[config.mk]
export PLATFORM = sky130hd
export DESIGN_NAME = icfe_top
export DESIGN_NICKNAME = d
export VERILOG_FILES = /design/src/pkg/icfe_pkg.sv /design/src/hw/icfe_filter.sv /design/src/hw/icfe_top.sv
export SDC_FILE = /design/constraint.sdc
export NUM_CORES = 1
export LEC_CHECK = 0
export BUFFER_PORTS_ARGS = -buffer_cell sky130_fd_sc_hd__buf_2
export CORE_MARGIN = 4
export CORE_UTILIZATION = 56
export DETAILED_ROUTE_END_ITERATION = 7
export GPL_TIMING_DRIVEN = 0
export PLACE_DENSITY = 0.92
export SKIP_CTS_REPAIR_TIMING = 1
export SYNTH_ARGS = -nofsm -noshare
export SYNTH_HDL_FRONTEND = slang
export SYNTH_SLANG_ARGS = --single-unit
[constraint.sdc]
create_clock -name clk_i -period 2.3 [get_ports clk_i]
set_input_delay 0.115 -clock clk_i [delete_from_list [all_inputs] [get_ports clk_i]]
set_output_delay 0.115 -clock clk_i [all_outputs]
set_load 0.03 [all_outputs]
[src/pkg/icfe_pkg.sv]
// constants, types and register map of the input capture front end
// assumes a 32-bit apb master and a 16-bit timer count from outside
package icfe_pkg;

    localparam int NUM_CH = 3;
    localparam int NUM_SOURCES = 9;
    localparam int ADDR_W = 12;
    localparam int DATA_W = 32;
    localparam int FILTER_CYCLES = 4;

    // register indices; byte address is four times the index
    localparam logic [7:0] IDX_CHAN_CTRL = 8'h92;
    localparam logic [7:0] IDX_EDGE_SEL = 8'h93;
    localparam logic [7:0] IDX_FILTER_CTRL = 8'h94;
    localparam logic [7:0] IDX_IRQ_MASK = 8'h95;
    localparam logic [7:0] IDX_RES0_LO = 8'hE4;
    localparam logic [7:0] IDX_RES0_HI = 8'hE5;
    localparam logic [7:0] IDX_RES1_LO = 8'hE6;
    localparam logic [7:0] IDX_RES1_HI = 8'hE7;
    localparam logic [7:0] IDX_RES2_LO = 8'hED;
    localparam logic [7:0] IDX_RES2_HI = 8'hEE;
    localparam logic [7:0] IDX_SRC_SEL = 8'hF1;

    localparam logic [ADDR_W-1:0] ADDR_CHAN_CTRL = {2'h0, IDX_CHAN_CTRL, 2'h0};
    localparam logic [ADDR_W-1:0] ADDR_EDGE_SEL = {2'h0, IDX_EDGE_SEL, 2'h0};
    localparam logic [ADDR_W-1:0] ADDR_FILTER_CTRL =
        {2'h0, IDX_FILTER_CTRL, 2'h0};
    localparam logic [ADDR_W-1:0] ADDR_IRQ_MASK = {2'h0, IDX_IRQ_MASK, 2'h0};
    localparam logic [ADDR_W-1:0] ADDR_SRC_SEL = {2'h0, IDX_SRC_SEL, 2'h0};
    localparam logic [ADDR_W-1:0] ADDR_RES_LO [NUM_CH] = '{
        {2'h0, IDX_RES0_LO, 2'h0}, {2'h0, IDX_RES1_LO, 2'h0},
        {2'h0, IDX_RES2_LO, 2'h0}};
    localparam logic [ADDR_W-1:0] ADDR_RES_HI [NUM_CH] = '{
        {2'h0, IDX_RES0_HI, 2'h0}, {2'h0, IDX_RES1_HI, 2'h0},
        {2'h0, IDX_RES2_HI, 2'h0}};

    // field positions
    localparam int CHAN_EN_LSB = 4;
    localparam int FLAG_LSB = 0;
    localparam int FILTER_EN_LSB = 4;
    localparam int SRC_CH0_LSB = 0;
    localparam int SRC_CH1_LSB = 4;
    localparam int SRC_W = 4;
    localparam int EDGE_W = 2;

    localparam logic [7:0] RESET_BYTE = 8'h00;
    localparam logic [3:0] SRC_FALLBACK = 4'h0;

    typedef enum logic [1:0] {
        EDGE_FALL = 2'h0,
        EDGE_RISE = 2'h1,
        EDGE_ANY = 2'h2,
        EDGE_RSVD = 2'h3
    } icfe_edge_type;

    typedef struct packed {
        logic psel;
        logic penable;
        logic pwrite;
        logic [ADDR_W-1:0] paddr;
        logic [DATA_W-1:0] pwdata;
    } icfe_apb_req_type;

    typedef struct packed {
        logic pready;
        logic pslverr;
        logic [DATA_W-1:0] prdata;
    } icfe_apb_rsp_type;

endpackage

[src/hw/icfe_filter.sv]
// glitch filter for one capture input
// assumes the raw input is already synchronous to clk_i
`timescale 1ns/1ps
module icfe_filter
    import icfe_pkg::*;
#(
    parameter int STABLE = FILTER_CYCLES
) (
    input wire logic clk_i,
    input wire logic arst_n_i,
    input wire logic raw_i,
    input wire logic filter_en_i,
    output logic level_o
);

    logic [STABLE-1:0] hist;

    always_ff @(posedge clk_i or negedge arst_n_i) begin
        if (!arst_n_i) begin
            hist <= '0;
        end else begin
            hist <= {hist[STABLE-2:0], raw_i};
        end
    end

    // with filter_en_i set, a level passes only once every stored sample agrees
    always_ff @(posedge clk_i or negedge arst_n_i) begin
        if (!arst_n_i) begin
            level_o <= 1'b0;
        end else if (!filter_en_i) begin
            level_o <= raw_i;
        end else if (&hist) begin
            level_o <= 1'b1;
        end else if (~|hist) begin
            level_o <= 1'b0;
        end
    end

    a_filter_stable: assert property (@(posedge clk_i)
        disable iff (!arst_n_i)
        (filter_en_i && $changed(level_o)) |->
            ($past(&hist) || $past(~|hist)) || !$past(filter_en_i))
        else $error("filtered level changed without a stable run");

endmodule

[src/hw/icfe_top.sv]
// input capture front end: source select, filters, edge detect, results
// assumes an apb master on clk_i and a free-running 16-bit timer count
//
// Contract
// - filter enable bits 6,5,4 per channel
// - channel 0 result bytes at E4, E5
// - channel 1 result bytes at E6, E7
// - channel 2 result bytes at ED, EE
// - channel 1 source code in 7:4
// - channel 0 source code in 3:0
// - reset clears filter, results, source select
// - filter drops pulses under four clocks
// - selected edge captures timer, sets flag
// - edge codes: fall, rise, either, reserved
// - disabled channel never captures
`timescale 1ns/1ps
module icfe_top
    import icfe_pkg::*;
(
    input wire logic clk_i,
    input wire logic arst_n_i,
    input wire icfe_apb_req_type apb_i,
    output icfe_apb_rsp_type apb_o,
    input wire logic [NUM_SOURCES-1:0] port_in_i,
    input wire logic [15:0] timer_count_i,
    input wire logic [SRC_W-1:0] source_sel_ch2_i,
    output logic [NUM_CH-1:0] capture_event_o,
    output logic irq_o
);

    logic [7:0] filter_ctrl;
    logic [7:0] source_sel;
    logic [NUM_CH-1:0] channel_en;
    logic [NUM_CH-1:0] capture_flag;
    logic [NUM_CH-1:0] irq_mask;
    logic [EDGE_W*NUM_CH-1:0] edge_sel;
    logic [7:0] res_lo [NUM_CH];
    logic [7:0] res_hi [NUM_CH];
    logic [DATA_W-1:0] prdata_q;
    logic pslverr_q;
    logic [DATA_W-1:0] next_prdata;
    logic next_pslverr;
    logic wr_en;
    logic setup;
    logic [NUM_CH-1:0] event_hit;
    logic [NUM_CH-1:0] src_level;
    logic [NUM_CH-1:0] filt_level;
    logic [NUM_CH-1:0] prev_level;
    logic [SRC_W-1:0] sel_code [NUM_CH];

    assign setup = apb_i.psel && !apb_i.penable;
    assign wr_en = apb_i.psel && apb_i.penable && apb_i.pwrite;

    // no wait states: read data is latched in the setup cycle
    assign apb_o.pready = apb_i.psel && apb_i.penable;
    assign apb_o.prdata = prdata_q;
    assign apb_o.pslverr = pslverr_q;

    always_comb begin
        next_prdata = '0;
        next_pslverr = 1'b0;
        case (apb_i.paddr)
            ADDR_CHAN_CTRL: begin
                next_prdata[CHAN_EN_LSB +: NUM_CH] = channel_en;
                next_prdata[FLAG_LSB +: NUM_CH] = capture_flag;
            end
            ADDR_EDGE_SEL: next_prdata[EDGE_W*NUM_CH-1:0] = edge_sel;
            ADDR_FILTER_CTRL: next_prdata[7:0] = filter_ctrl;
            ADDR_IRQ_MASK: next_prdata[NUM_CH-1:0] = irq_mask;
            ADDR_SRC_SEL: next_prdata[7:0] = source_sel;
            ADDR_RES_LO[0]: next_prdata[7:0] = res_lo[0];
            ADDR_RES_HI[0]: next_prdata[7:0] = res_hi[0];
            ADDR_RES_LO[1]: next_prdata[7:0] = res_lo[1];
            ADDR_RES_HI[1]: next_prdata[7:0] = res_hi[1];
            ADDR_RES_LO[2]: next_prdata[7:0] = res_lo[2];
            ADDR_RES_HI[2]: next_prdata[7:0] = res_hi[2];
            default: next_pslverr = 1'b1;
        endcase
    end

    always_ff @(posedge clk_i or negedge arst_n_i) begin
        if (!arst_n_i) begin
            prdata_q <= '0;
            pslverr_q <= 1'b0;
        end else if (setup) begin
            // a write answers with zero so stale read data never leaks out
            prdata_q <= apb_i.pwrite ? '0 : next_prdata;
            pslverr_q <= next_pslverr;
        end
    end

    // only the three enable bits are stored; the rest read as zero
    always_ff @(posedge clk_i or negedge arst_n_i) begin
        if (!arst_n_i) begin
            filter_ctrl <= RESET_BYTE;
        end else if (wr_en && apb_i.paddr == ADDR_FILTER_CTRL) begin
            filter_ctrl <= '0;
            filter_ctrl[FILTER_EN_LSB +: NUM_CH] <=
                apb_i.pwdata[FILTER_EN_LSB +: NUM_CH];
        end
    end

    always_ff @(posedge clk_i or negedge arst_n_i) begin
        if (!arst_n_i) begin
            source_sel <= RESET_BYTE;
        end else if (wr_en && apb_i.paddr == ADDR_SRC_SEL) begin
            source_sel <= apb_i.pwdata[7:0];
        end
    end

    always_ff @(posedge clk_i or negedge arst_n_i) begin
        if (!arst_n_i) begin
            channel_en <= '0;
            edge_sel <= '0;
            irq_mask <= '0;
        end else if (wr_en) begin
            if (apb_i.paddr == ADDR_CHAN_CTRL) begin
                channel_en <= apb_i.pwdata[CHAN_EN_LSB +: NUM_CH];
            end
            if (apb_i.paddr == ADDR_EDGE_SEL) begin
                edge_sel <= apb_i.pwdata[EDGE_W*NUM_CH-1:0];
            end
            if (apb_i.paddr == ADDR_IRQ_MASK) begin
                irq_mask <= apb_i.pwdata[NUM_CH-1:0];
            end
        end
    end

    // write one to clear; a capture in the same cycle keeps the flag set
    always_ff @(posedge clk_i or negedge arst_n_i) begin
        if (!arst_n_i) begin
            capture_flag <= '0;
        end else begin
            capture_flag <= (capture_flag & ~((wr_en &&
                apb_i.paddr == ADDR_CHAN_CTRL) ?
                apb_i.pwdata[FLAG_LSB +: NUM_CH] : '0)) | event_hit;
        end
    end

    assign irq_o = |(capture_flag & irq_mask);
    assign capture_event_o = event_hit;

    assign sel_code[0] = source_sel[SRC_CH0_LSB +: SRC_W];
    assign sel_code[1] = source_sel[SRC_CH1_LSB +: SRC_W];
    assign sel_code[2] = source_sel_ch2_i;

    genvar ch;
    generate
        for (ch = 0; ch < NUM_CH; ch++) begin : g_ch
            logic [1:0] mode;
            logic rise;
            logic fall;

            // codes past the last source fall back to code zero
            assign src_level[ch] =
                (sel_code[ch] < SRC_W'(NUM_SOURCES)) ?
                port_in_i[sel_code[ch]] : port_in_i[SRC_FALLBACK];

            icfe_filter #(.STABLE(FILTER_CYCLES)) u_filter (
                .clk_i(clk_i),
                .arst_n_i(arst_n_i),
                .raw_i(src_level[ch]),
                .filter_en_i(filter_ctrl[FILTER_EN_LSB + ch]),
                .level_o(filt_level[ch])
            );

            // prev tracks even while disabled, so enabling never fakes an edge
            always_ff @(posedge clk_i or negedge arst_n_i) begin
                if (!arst_n_i) begin
                    prev_level[ch] <= 1'b0;
                end else begin
                    prev_level[ch] <= filt_level[ch];
                end
            end

            assign mode = edge_sel[EDGE_W*ch +: EDGE_W];
            assign rise = filt_level[ch] && !prev_level[ch];
            assign fall = !filt_level[ch] && prev_level[ch];

            always_comb begin
                event_hit[ch] = 1'b0;
                if (channel_en[ch]) begin
                    case (mode)
                        EDGE_FALL: event_hit[ch] = fall;
                        EDGE_RISE: event_hit[ch] = rise;
                        EDGE_ANY: event_hit[ch] = rise || fall;
                        default: event_hit[ch] = 1'b0;
                    endcase
                end
            end

            // capture beats a software write landing in the same cycle
            always_ff @(posedge clk_i or negedge arst_n_i) begin
                if (!arst_n_i) begin
                    res_lo[ch] <= RESET_BYTE;
                    res_hi[ch] <= RESET_BYTE;
                end else if (event_hit[ch]) begin
                    res_lo[ch] <= timer_count_i[7:0];
                    res_hi[ch] <= timer_count_i[15:8];
                end else if (wr_en) begin
                    if (apb_i.paddr == ADDR_RES_LO[ch]) begin
                        res_lo[ch] <= apb_i.pwdata[7:0];
                    end
                    if (apb_i.paddr == ADDR_RES_HI[ch]) begin
                        res_hi[ch] <= apb_i.pwdata[7:0];
                    end
                end
            end

            a_capture_loads_count: assert property (@(posedge clk_i)
                disable iff (!arst_n_i)
                event_hit[ch] |=>
                    {res_hi[ch], res_lo[ch]} == $past(timer_count_i))
                else $error("capture result does not match timer count");

            a_flag_follows_event: assert property (@(posedge clk_i)
                disable iff (!arst_n_i)
                event_hit[ch] |=> capture_flag[ch])
                else $error("capture flag not set after event");

            a_flag_holds: assert property (@(posedge clk_i)
                disable iff (!arst_n_i)
                (capture_flag[ch] && !(wr_en &&
                    apb_i.paddr == ADDR_CHAN_CTRL &&
                    apb_i.pwdata[FLAG_LSB + ch])) |=> capture_flag[ch])
                else $error("capture flag dropped without a clear");

            a_disabled_no_event: assert property (@(posedge clk_i)
                disable iff (!arst_n_i)
                !channel_en[ch] |-> !event_hit[ch])
                else $error("disabled channel produced an event");

            a_edge_polarity: assert property (@(posedge clk_i)
                disable iff (!arst_n_i)
                event_hit[ch] |->
                    (mode == EDGE_FALL && !filt_level[ch] &&
                        $past(filt_level[ch])) ||
                    (mode == EDGE_RISE && filt_level[ch] &&
                        !$past(filt_level[ch])) ||
                    (mode == EDGE_ANY && $changed(filt_level[ch])))
                else $error("event on the wrong edge");

            a_reserved_silent: assert property (@(posedge clk_i)
                disable iff (!arst_n_i)
                mode == EDGE_RSVD |-> !event_hit[ch])
                else $error("reserved edge code produced an event");

            a_bypass_follows: assert property (@(posedge clk_i)
                disable iff (!arst_n_i)
                (!filter_ctrl[FILTER_EN_LSB + ch] &&
                    !$past(filter_ctrl[FILTER_EN_LSB + ch])) |->
                    filt_level[ch] == $past(src_level[ch]))
                else $error("bypassed filter did not pass the input");

            a_short_pulse_dropped: assert property (@(posedge clk_i)
                disable iff (!arst_n_i)
                // three high samples is the longest pulse that must die
                (filter_ctrl[FILTER_EN_LSB + ch] && !filt_level[ch] &&
                    $rose(src_level[ch])) ##1
                    (filter_ctrl[FILTER_EN_LSB + ch] && src_level[ch]) ##1
                    (filter_ctrl[FILTER_EN_LSB + ch] && src_level[ch]) ##1
                    (filter_ctrl[FILTER_EN_LSB + ch] && !src_level[ch]) |->
                    ##1 !filt_level[ch] ##1 !filt_level[ch])
                else $error("three-cycle glitch reached the edge detector");

            c_capture_seen: cover property (@(posedge clk_i)
                disable iff (!arst_n_i) event_hit[ch]);
        end
    endgenerate

    a_source_fallback: assert property (@(posedge clk_i)
        disable iff (!arst_n_i)
        sel_code[1] > 4'h8 |-> src_level[1] == port_in_i[SRC_FALLBACK])
        else $error("unlisted source code did not fall back");

    a_ch0_source: assert property (@(posedge clk_i)
        disable iff (!arst_n_i)
        sel_code[0] <= 4'h8 |-> src_level[0] == port_in_i[sel_code[0]])
        else $error("channel 0 picked the wrong source");

    a_filter_reserved_zero: assert property (@(posedge clk_i)
        disable iff (!arst_n_i)
        filter_ctrl[7] == 1'b0 && filter_ctrl[3:0] == 4'h0)
        else $error("unused filter control bits are set");

    a_read_result: assert property (@(posedge clk_i)
        disable iff (!arst_n_i)
        (setup && !apb_i.pwrite && apb_i.paddr == ADDR_RES_HI[0]) |=>
            prdata_q == {24'h0, $past(res_hi[0])})
        else $error("channel 0 high byte read back wrong");

    a_irq_from_flag: assert property (@(posedge clk_i)
        disable iff (!arst_n_i)
        (event_hit[0] && irq_mask[0]) |=> irq_o)
        else $error("masked-in capture did not raise the interrupt");

    c_irq_raised: cover property (@(posedge clk_i)
        disable iff (!arst_n_i) $rose(irq_o));

    c_any_edge: cover property (@(posedge clk_i)
        disable iff (!arst_n_i)
        event_hit[1] && edge_sel[3:2] == EDGE_ANY && !filt_level[1]);

    c_filtered_capture: cover property (@(posedge clk_i)
        disable iff (!arst_n_i)
        event_hit[0] && filter_ctrl[FILTER_EN_LSB]);

    c_short_pulse: cover property (@(posedge clk_i)
        disable iff (!arst_n_i)
        filter_ctrl[FILTER_EN_LSB + 2] && $fell(src_level[2]) &&
            !filt_level[2]);

endmodule

==> flow_metrics.py, run 1 <==
metrics = {
    "power_and_ir_drop": {
        "swShare": 0.2975,
        "power_density_nw_per_um2": 511.6,
        "p_seq_frac": 0.539,
        "vdd_drop_max_mv": 0.3794,
        "p_sw_mw": 1.031,
        "pwr-share-clk": 0.323,
        "p_comb_frac": 0.138,
        "internal-power_mw": 2.435,
        "p_leak_nw": 3.466,
    },
    "timing": {
        "slew_headroom": 0.4854,
        "worstMarginPinSlew_ns": 0.7690,
        "period_needed_ns": 2.169,
        "timing.fmax_mhz": 460.9,
        "finalMaxSlewViolations": 0,
        "hold_viol_final": 9,
        "finalCritPeriodShare": 0.9432,
        "setup_viol": 0,
        "rsz0062_at_grt": "no",
        "final.setup_skew_ns": 0.01565,
        "worst_hold_slack_ns": -0.02471,
    },
    "critical_path": {
        "r2r-start": "g_ch[0].u_filter.level_o$_DFFE_PN0P_",
        "r2r-end": "res_lo[20]$_DFFE_PN0P_",
        "rrSetupSlack_ns": 0.25,
        "slowest_delay_ns": 0.42,
        "crit_arrival_ns": 2.05,
        "setup.worst_path.start_class": "register",
        "crit_path_top_delay_cell": "dfrtp_1",
        "reg2reg_depth": 7,
        "worst_setup_path_end_kind": "primary output",
        "worstPathMaxFanout": 10,
        "required_ns": 2.18,
        "crit_chain": "ha_1 > nor3b_1 > o21a_2 > clkbuf_4 > buf_2",
        "path_class": "register to primary output",
    },
    "detailed_routing": {
        "vias_per_cell": 6.100,
        "drc_errors": 0,
        "firstDrtPassIters": 5,
        "drtIter0Drc": 387,
        "ant_nets": 0,
        "routed_wl_mm": 17.19,
        "avgRoutedWirePerCell_um": 21.33,
        "vias": 4917,
    },
    "floorplan": {
        "num_rows": 37,
        "coreArea_um2": 10320,
        "die_area_um2": 12280,
        "start_util": 0.5733,
        "io_pins": 116,
        "die_y_um": 110.8,
        "die_w_um": 110.8,
    },
    "hold_path": {
        "hold_path_class": "input pin to register",
        "min_from": "timer_count_i[0]",
        "holdPathStages": 3,
        "min_delay_worst_endpoint": "res_lo[8]$_DFFE_PN0P_",
    },
    "clock_tree": {
        "cts_buffers": 9,
        "cts_tree": "done",
        "root_buffer": "clkbuf_8",
        "clkLatencyLatePin_ns": 0.39,
        "clock-sinks": 101,
        "clk_path_buf_depth": 2,
        "cts_htree_levels": 3,
        "cts.clk_slew.worst_paths_ns": 0.11,
    },
    "synth": {
        "yosys-top-cells-area": "dfrtp_1 (43%), mux2i_1 (8.8%), mux2_2 (6.5%), a21oi_1 (4.1%), buf_4 (3.4%)",
        "syn_inst": 564,
        "yosysUniqueCellTypes": 61,
        "synth-async-reset-ratio": 1.000,
        "ys_seq_area_frac": 0.4271,
        "postSynthAreaPerCell_um2": 10.49,
        "netlist.top_cell.by_area": "dfrtp_1",
        "yosys_warnings": 0,
        "ys_seq_elements": 101,
        "netlist.area_leader.share": 0.4271,
        "synth_ff_type": "dfrtp_1",
        "syn_area_um2": 5918,
        "synth-edff-count": 0,
    },
    "layout": {
        "num_antenna_cells": 0,
        "synthToLayoutAreaGrowth_pct": 14.46,
        "fin_nets": 749,
        "multi_input_area_um2": 3082,
        "mostFrequentLayoutCell": "dfrtp_1",
        "final_cells": 806,
        "final_area_um2": 6774,
        "seqCellArea_um2": 2527,
        "fillers": 821,
        "layout-drive-gt1-share": 0.2731,
        "most-common-layout-cells": "dfrtp_1 (101), buf_2 (66), mux2i_1 (52), a21oi_1 (48)",
    },
    "global_route": {
        "grt_pass1_wl_mm": 27.04,
        "grt_pass1_vias": 4936,
        "globalRoute.totalOverflow": 0,
        "grt.total_usage": 0.2795,
        "antenna_found_initial": 0,
        "grt_max_degree": 72,
    },
    "placement": {
        "place_congestion": 1.045,
        "placed_cells": 783,
        "hpwl_mm": 12.87,
        "post_dp_cell_area_um2": 6500,
        "port-buffer-count": 59,
    },
    "status": {
        "failed_checks": "negative hold slack",
        "status": "finished with violations",
    },
    "run": {
        "maxCapViolations": 0,
    },
}
==> power groups by stage <==
stage | Clock, mW | Combinational [mW] | Sequential (mW)
2_1_floorplan | 0 | 0.287 | 1.89
3_3_place_gp | 0 | 0.440 | 1.90
3_5_place_dp | 0 | 0.463 | 1.90
4_1_cts | 1.12 | 0.465 | 1.87
5_1_grt | 1.20 | 0.518 | 1.87
6_report | 1.12 | 0.479 | 1.87
==> worst max-delay path: cells and delay by family (launching register included) <==
kind	cells	cell delay [ns]
buffers and inverters	2	0.49
DFF	1	0.42
adders and majority gates	1	0.29
AOI/OAI and AO/OA	1	0.25
and+or+nand+nor	1	0.22
==> stage by stage <==
stage	utilization	setup WS (ns)	power [mW]	setup TNS [ns]	hold WS (ns)
floorplan	-	0.5424	2.175	0	-0.1806
finish	0.6562	0.1305	3.466	0	-0.02471
detailed placement	0.6296	0.09801	2.364	0	0.07834
global placement	0.6267	0.1114	2.337	0	0.3339
global route	0.6562	0.04016	3.588	0	0.001555
CTS	0.6482	-0.2851	3.454	-0.2894	-0.3313
==> flip-flops by register name, summed over array words and instances, names as in the netlist <==
register	count
prev_level	3
filter_ctrl	3
g_ch.u_filter.level_o	3
res_lo	24
capture_flag	3
source_sel	8
pslverr_q	1
edge_sel	6
channel_en	3
res_hi	24
prdata_q	8
g_ch.u_filter.hist	12
irq_mask	3
==> synth_stat cells, types with 8 or more instances <==
library cell / count
mux2i_1: 52
a21oi_1: 48
dfrtp_1: 101
a22oi_1: 8
nand2_1: 41
nand3_1: 13
nand4_1: 11
nor2_1: 41
o21ai_1: 8
mux4_2: 9
buf_4: 27
clkbuf_1: 17
inv_1: 14
mux2_2: 34
o21ai_0: 22
buf_2: 8
==> cell type report <==
type | count | area share
buffer | 56 | 0.05246
clock buffer | 9 | 0.01829
clock inverter | 7 | 0.009974
inverter | 14 | 0.007758
multi-input combinational | 416 | 0.4549
sequential | 101 | 0.3731
tap | 136 | 0.02512
timing repair buffer | 67 | 0.05837
==> worst max path at each step <==
stage | startpoint | end | cells past startpoint
after CTS | g_ch[1].u_filter.level_o$_DFFE_PN0P_ | capture_event_o[1] | 5
after floorplan | g_ch[1].u_filter.level_o$_DFFE_PN0P_ | res_hi[15]$_DFFE_PN0P_ | 6
after global routing | prev_level[1]$_DFF_PN0_ | capture_event_o[1] | 6
final | g_ch[1].u_filter.level_o$_DFFE_PN0P_ | capture_event_o[1] | 5
after detailed placement | apb_i[32] | channel_en[2]$_DFFE_PN0N_ | 5
after global placement | apb_i[32] | channel_en[1]$_DFFE_PN0N_ | 5
==> cell families (layout without fill, tap and decap cells) <==
kind of cell,after synthesis,count (layout),share of synthesized area
buffers and inverters,70,153,0.06829
flip-flops,101,101,0.4271
multiplexers,95,95,0.1869
adder cells (fa/ha/maj),6,6,0.01268
AND/OR/NAND/NOR,173,173,0.1835
other,1,24,0.0006336
AO/OA/AOI/OAI,118,118,0.1209
==> routing by layer <==
metal,up-vias,share of wire,GRT usage
li1,2215,-,-
met4,0,0.027,0.1059
met3,34,0.086,0.05950
met2,236,0.48,0.4462
met1,2432,0.41,0.3755
met5,-,0,0
No activity file was read; power rests on OpenSTA's default activity.
==> inputs of run 2 (changes only) <==
Settings changed: CORE_ASPECT_RATIO set to 0.6.
==> run 2 against run 1 <==
The run still ends with negative hold slack left. Combinational power is 1% lower. Sequential cell count unchanged. Global-route usage grew 1.8 points. First-iteration DRC count up 57%. Die area increased by 0.44%. Critical path type unchanged.
==> flow_metrics.py, run 2 (synthesis results as in run 1) <==
metrics = {
    "detailed_routing": {
        "firstDrtPassIters": 8,
        "vias": 5086,
        "drtIter0Drc": 609,
        "drc_errors": 0,
        "routed_wl_mm": 18.01,
        "avgRoutedWirePerCell_um": 22.54,
        "vias_per_cell": 6.365,
        "ant_nets": 0,
    },
    "layout": {
        "reg.largest.list": "res_hi (24), res_lo (24), g_ch.u_filter.hist (12)",
        "fillers": 788,
        "synthToLayoutAreaGrowth_pct": 14.84,
        "mostFrequentLayoutCell": "dfrtp_1",
        "final_cells": 799,
        "layout-drive-gt1-share": 0.2726,
        "final_area_um2": 6797,
        "num_antenna_cells": 0,
        "most-common-layout-cells": "dfrtp_1 (101), buf_2 (66), mux2i_1 (52), a21oi_1 (48)",
        "fin_nets": 743,
    },
    "critical_path": {
        "reg2reg_depth": 7,
        "r2r-start": "g_ch[2].u_filter.level_o$_DFFE_PN0P_",
        "required_ns": 2.18,
        "worst_setup_path_end_kind": "primary output",
        "crit_end": "capture_event_o[2]",
        "path_buf_inv": 2,
        "crit_arrival_ns": 2.07,
        "setup.worst_path.start_class": "register",
        "crit_cells": 6,
        "rrSetupSlack_ns": 0.12,
        "crit_chain": "ha_1 > nand2b_1 > a21oi_1 > o21ai_1 > inv_1 > buf_2",
        "crit_path_start": "g_ch[2].u_filter.level_o$_DFFE_PN0P_",
        "cpLargestDelayFamily": "compound AO/OA/AOI/OAI gates",
        "r2r-end": "res_lo[4]$_DFFE_PN0P_",
        "slowest_delay_ns": 0.50,
        "crit_path_top_delay_cell": "o21ai_1",
        "path_class": "register to primary output",
        "worstPathMaxFanout": 6,
    },
    "timing": {
        "final.setup_skew_ns": 0.007299,
        "slew_headroom": 0.4825,
        "finalMaxSlewViolations": 0,
        "rsz0062_at_grt": "no",
        "worstMarginPinSlew_ns": 0.7734,
        "finalCritPeriodShare": 0.9505,
        "period_needed_ns": 2.186,
        "setup_viol": 0,
        "timing.fmax_mhz": 457.4,
        "worst_hold_slack_ns": -0.02215,
        "hold_viol_final": 2,
        "fin_ws_ns": 0.1139,
    },
    "run": {
        "maxCapViolations": 0,
    },
    "placement": {
        "port-buffer-count": 59,
        "placed_cells": 782,
        "preCtsSetupSlack_ns": 0.1136,
        "post_dp_cell_area_um2": 6499,
        "hpwl_mm": 13.77,
        "place_congestion": 1.055,
    },
    "clock_tree": {
        "root_buffer": "clkbuf_16",
        "clk_path_buf_depth": 2,
        "cts.clk_slew.worst_paths_ns": 0.07,
        "clock-sinks": 101,
        "cts_buffers": 9,
        "clkLatencyLatePin_ns": 0.35,
        "cts_tree": "done",
        "cts_htree_levels": 3,
    },
    "global_route": {
        "globalRoute.totalOverflow": 0,
        "grt_pass1_wl_mm": 27.71,
        "antenna_found_initial": 0,
        "grt_pass1_vias": 5075,
        "grt.total_usage": 0.2972,
        "grt_max_degree": 71,
    },
    "hold_path": {
        "min_from": "source_sel_ch2_i[3]",
        "hold_path_class": "input pin to register",
    },
    "floorplan": {
        "coreArea_um2": 10090,
        "io_pins": 116,
        "die_y_um": 87.63,
        "start_util": 0.5866,
        "die_area_um2": 12330,
        "num_rows": 28,
        "die_w_um": 140.7,
    },
    "power_and_ir_drop": {
        "p_leak_nw": 3.482,
        "power_density_nw_per_um2": 562.3,
        "vdd_drop_max_mv": 0.3947,
        "power_mw": 3.822,
    },
    "status": {
        "failed_checks": "negative hold slack",
        "status": "finished with violations",
    },
}
-- run 2: cell count changes in the layout (fill, tap and decap cells not counted), sizes merged --
cell / delta
dlygate4sd3: -6
clkinv: -1
clkinvlp: +1
-- run 2: through the flow --
stage          utilization  TNS [ns]
2_1_floorplan            -         0
3_3_place_gp        0.6411         0
3_5_place_dp        0.6441         0
4_1_cts             0.6721   -0.2796
5_1_grt             0.6736         0
6_report            0.6736         0
-- run 2: power by group --
group | internal [mW] | switching [mW]
Combinational | 0.176 | 0.298
Sequential | 1.83 | 0.0397
Clock | 0.754 | 0.724
Total | 2.76 | 1.06
-- run 2: worst min path at each step --
| stage | cells after the start | end | slack [ns] |
|---|---|---|---|
| floorplan | 0 | capture_flag[0]$_DFF_PN0_ | -0.18 |
| global placement | 2 | g_ch[2].u_filter.hist[0]$_DFF_PN0_ | 0.34 |
| detailed placement | 1 | prdata_q[5]$_DFFE_PN0P_ | 0.09 |
| CTS | 1 | prdata_q[5]$_DFFE_PN0P_ | -0.28 |
| global route | 2 | g_ch[2].u_filter.hist[0]$_DFF_PN0_ | 0.006 |
| finish | 2 | g_ch[2].u_filter.hist[0]$_DFF_PN0_ | -0.02 |
-- run 2: layout make-up --
class,count,area (um2),area share
inverters,14,52.55,0.007732
well taps,135,168.9,0.02485
clock buffers,9,225.2,0.03314
clock inverters,7,57.56,0.008468
plain buffers,56,355.3,0.05228
multi-input cells,416,3074,0.4523
flip-flops and latches,101,2527,0.3719
repair buffers,61,335.3,0.04934
-- run 2: metal layers --
metal,global-route usage,part of all wire,up-vias,routed length [um]
li1,-,-,2200,-
met1,0.4056,0.40,2472,7153
met2,0.4366,0.43,357,7759
met3,0.1249,0.15,57,2647
met4,0.09059,0.025,0,447
met5,0,0,-,0
==> inputs of run 3 (changes only) <==
Settings changed: PLACE_DENSITY 0.92 to 0.81.
==> run 3 against run 2 <==
The run now ends clean. Count of clock-buffer cells in the layout did not move. Sequential share of layout area is 0.31 points lower. Via count decreased by 1.8%. Core utilization rose by 0.56 points. Hold slack improved by 0.034 ns. Total power up 1.6%. Clock power grew 4%. Global-route usage about the same. Clock skew is 0.0022 ns higher. Combinational power is essentially flat. Final cell count increased by 0.38%.
==> flow_metrics.py, run 3 (synthesis results as in run 1) <==
metrics = {
    "timing": {
        "worst_hold_slack_ns": 0.01176,
        "final.setup_skew_ns": 0.009541,
        "finalMaxSlewViolations": 0,
        "slew_headroom": 0.3770,
        "rsz0062_at_grt": "no",
        "setup_viol": 0,
        "finalCritPeriodShare": 0.9454,
        "period_needed_ns": 2.174,
        "hold_viol_final": 0,
        "worstMarginPinSlew_ns": 0.9109,
        "timing.fmax_mhz": 459.9,
        "tns_ns": 0,
    },
    "layout": {
        "most-common-layout-cells": "dfrtp_1 (101), buf_2 (66), mux2i_1 (52), a21oi_1 (48)",
        "final_cells": 802,
        "final_area_um2": 6853,
        "num_antenna_cells": 0,
        "layout-drive-gt1-share": 0.2729,
        "post-route-util": 0.6792,
        "synthToLayoutAreaGrowth_pct": 15.79,
        "mostFrequentLayoutCell": "dfrtp_1",
        "fin_nets": 746,
        "fillers": 830,
        "reg.largest.list": "res_hi (24), res_lo (24), g_ch.u_filter.hist (12)",
    },
    "critical_path": {
        "required_ns": 2.18,
        "r2r-end": "res_hi[18]$_DFFE_PN0P_",
        "crit_arrival_ns": 2.06,
        "r2r-start": "g_ch[0].u_filter.level_o$_DFFE_PN0P_",
        "rrSetupSlack_ns": 0.21,
        "reg2reg_depth": 6,
        "worst_setup_path_end_kind": "primary output",
        "path_class": "register to primary output",
        "setup.worst_path.start_class": "register",
        "worstPathMaxFanout": 10,
    },
    "global_route": {
        "grt.total_usage": 0.2975,
        "grt_max_degree": 65,
        "grt_pass1_wl_mm": 27.86,
        "antenna_found_initial": 0,
        "grt_pass1_vias": 4908,
        "globalRoute.totalOverflow": 0,
    },
    "hold_path": {
        "min_from": "timer_count_i[9]",
        "holdPathStages": 3,
        "min_delay_worst_endpoint": "res_hi[9]$_DFFE_PN0P_",
        "hold_path_class": "input pin to register",
    },
    "placement": {
        "placed_cells": 782,
        "hpwl_mm": 13.93,
        "place_congestion": 1.053,
        "post_dp_cell_area_um2": 6499,
        "port-buffer-count": 59,
    },
    "detailed_routing": {
        "avgRoutedWirePerCell_um": 22.55,
        "drc_errors": 0,
        "firstDrtPassIters": 6,
        "vias": 4996,
        "drtIter0Drc": 479,
        "ant_nets": 0,
        "vias_per_cell": 6.229,
        "routed_wl_mm": 18.09,
    },
    "floorplan": {
        "die_w_um": 140.7,
        "coreArea_um2": 10090,
        "die_y_um": 87.63,
        "io_pins": 116,
        "die_area_um2": 12330,
        "start_util": 0.5866,
        "num_rows": 28,
    },
    "clock_tree": {
        "cts_tree": "done",
        "cts.clk_slew.worst_paths_ns": 0.08,
        "clk_path_buf_depth": 2,
        "clkLatencyLatePin_ns": 0.35,
        "cts_buffers": 9,
        "clock-sinks": 101,
        "root_buffer": "clkbuf_16",
        "cts_htree_levels": 3,
    },
    "status": {
        "status": "finished clean",
    },
    "power_and_ir_drop": {
        "vdd_drop_max_mv": 0.3713,
        "power_density_nw_per_um2": 566.8,
        "p_leak_nw": 3.500,
    },
    "run": {
        "maxCapViolations": 0,
    },
}
run 3: changes by cell type in the layout (fill, tap and decap cells not counted), sizes merged:
cell / before / now
dlygate4sd3: 1 / 4
clkinv: 2 / 3
inv: 18 / 17
run 3: layer usage:
metal  up-vias  GRT usage  wire length [um]
met5         -          0                 0
met4         0    0.05453               231
met3        25     0.1069              2381
met2       305     0.4275              7532
met1      2451     0.4400              7941
li1       2215          -                 -
run 3: how the worst max path moves through the flow:
stage          cells past startpoint  slack [ns]                            startpoint                       to
2_1_floorplan                      6        0.54  g_ch[1].u_filter.level_o$_DFFE_PN0P_   res_hi[15]$_DFFE_PN0P_
3_3_place_gp                       8        0.05                             apb_i[35]  prdata_q[2]$_DFFE_PN0P_
3_5_place_dp                       6        0.05               prev_level[1]$_DFF_PN0_       capture_event_o[1]
4_1_cts                            6       -0.32               prev_level[1]$_DFF_PN0_       capture_event_o[1]
5_1_grt                            6        0.05               prev_level[1]$_DFF_PN0_       capture_event_o[1]
6_report                           6        0.13               prev_level[1]$_DFF_PN0_       capture_event_o[1]
run 3: area by class of cell:
cell class                 instances  area, um2  area share
buffer                            56      355.3     0.05185
inverter                          14      52.55    0.007668
sequential                       101       2527      0.3688
multi-input combinational        416       3078      0.4492
clock buffer                       9      225.2     0.03286
timing repair buffer              64      365.4     0.05331
tap                              135      168.9     0.02465
clock inverter                     7      80.08     0.01169
run 3: metrics by stage:
stage          setup WS (ns)  power [mW]
2_1_floorplan         0.5424       2.175
4_1_cts              -0.3234       3.875
5_1_grt              0.05032       4.024
3_5_place_dp         0.05356       2.364
6_report              0.1256       3.884
3_3_place_gp         0.05138       2.339
run 3: report_power, final:
group | internal, mW | switching, mW | leakage [nW]
sequential | 1.83 | 0.0377 | 1.28
clock | 0.775 | 0.766 | 0.146
combinational | 0.179 | 0.298 | 2.07
total | 2.78 | 1.10 | 3.50
run 3: worst max-delay path, stage by stage, from the launching register on:
cell and delay [ns]:
dfrtp_1 0.37, inv_1 0.05, ha_1 0.28, nor3b_1 0.18, o21a_2 0.29, clkbuf_4 0.31
buf_2 0.23
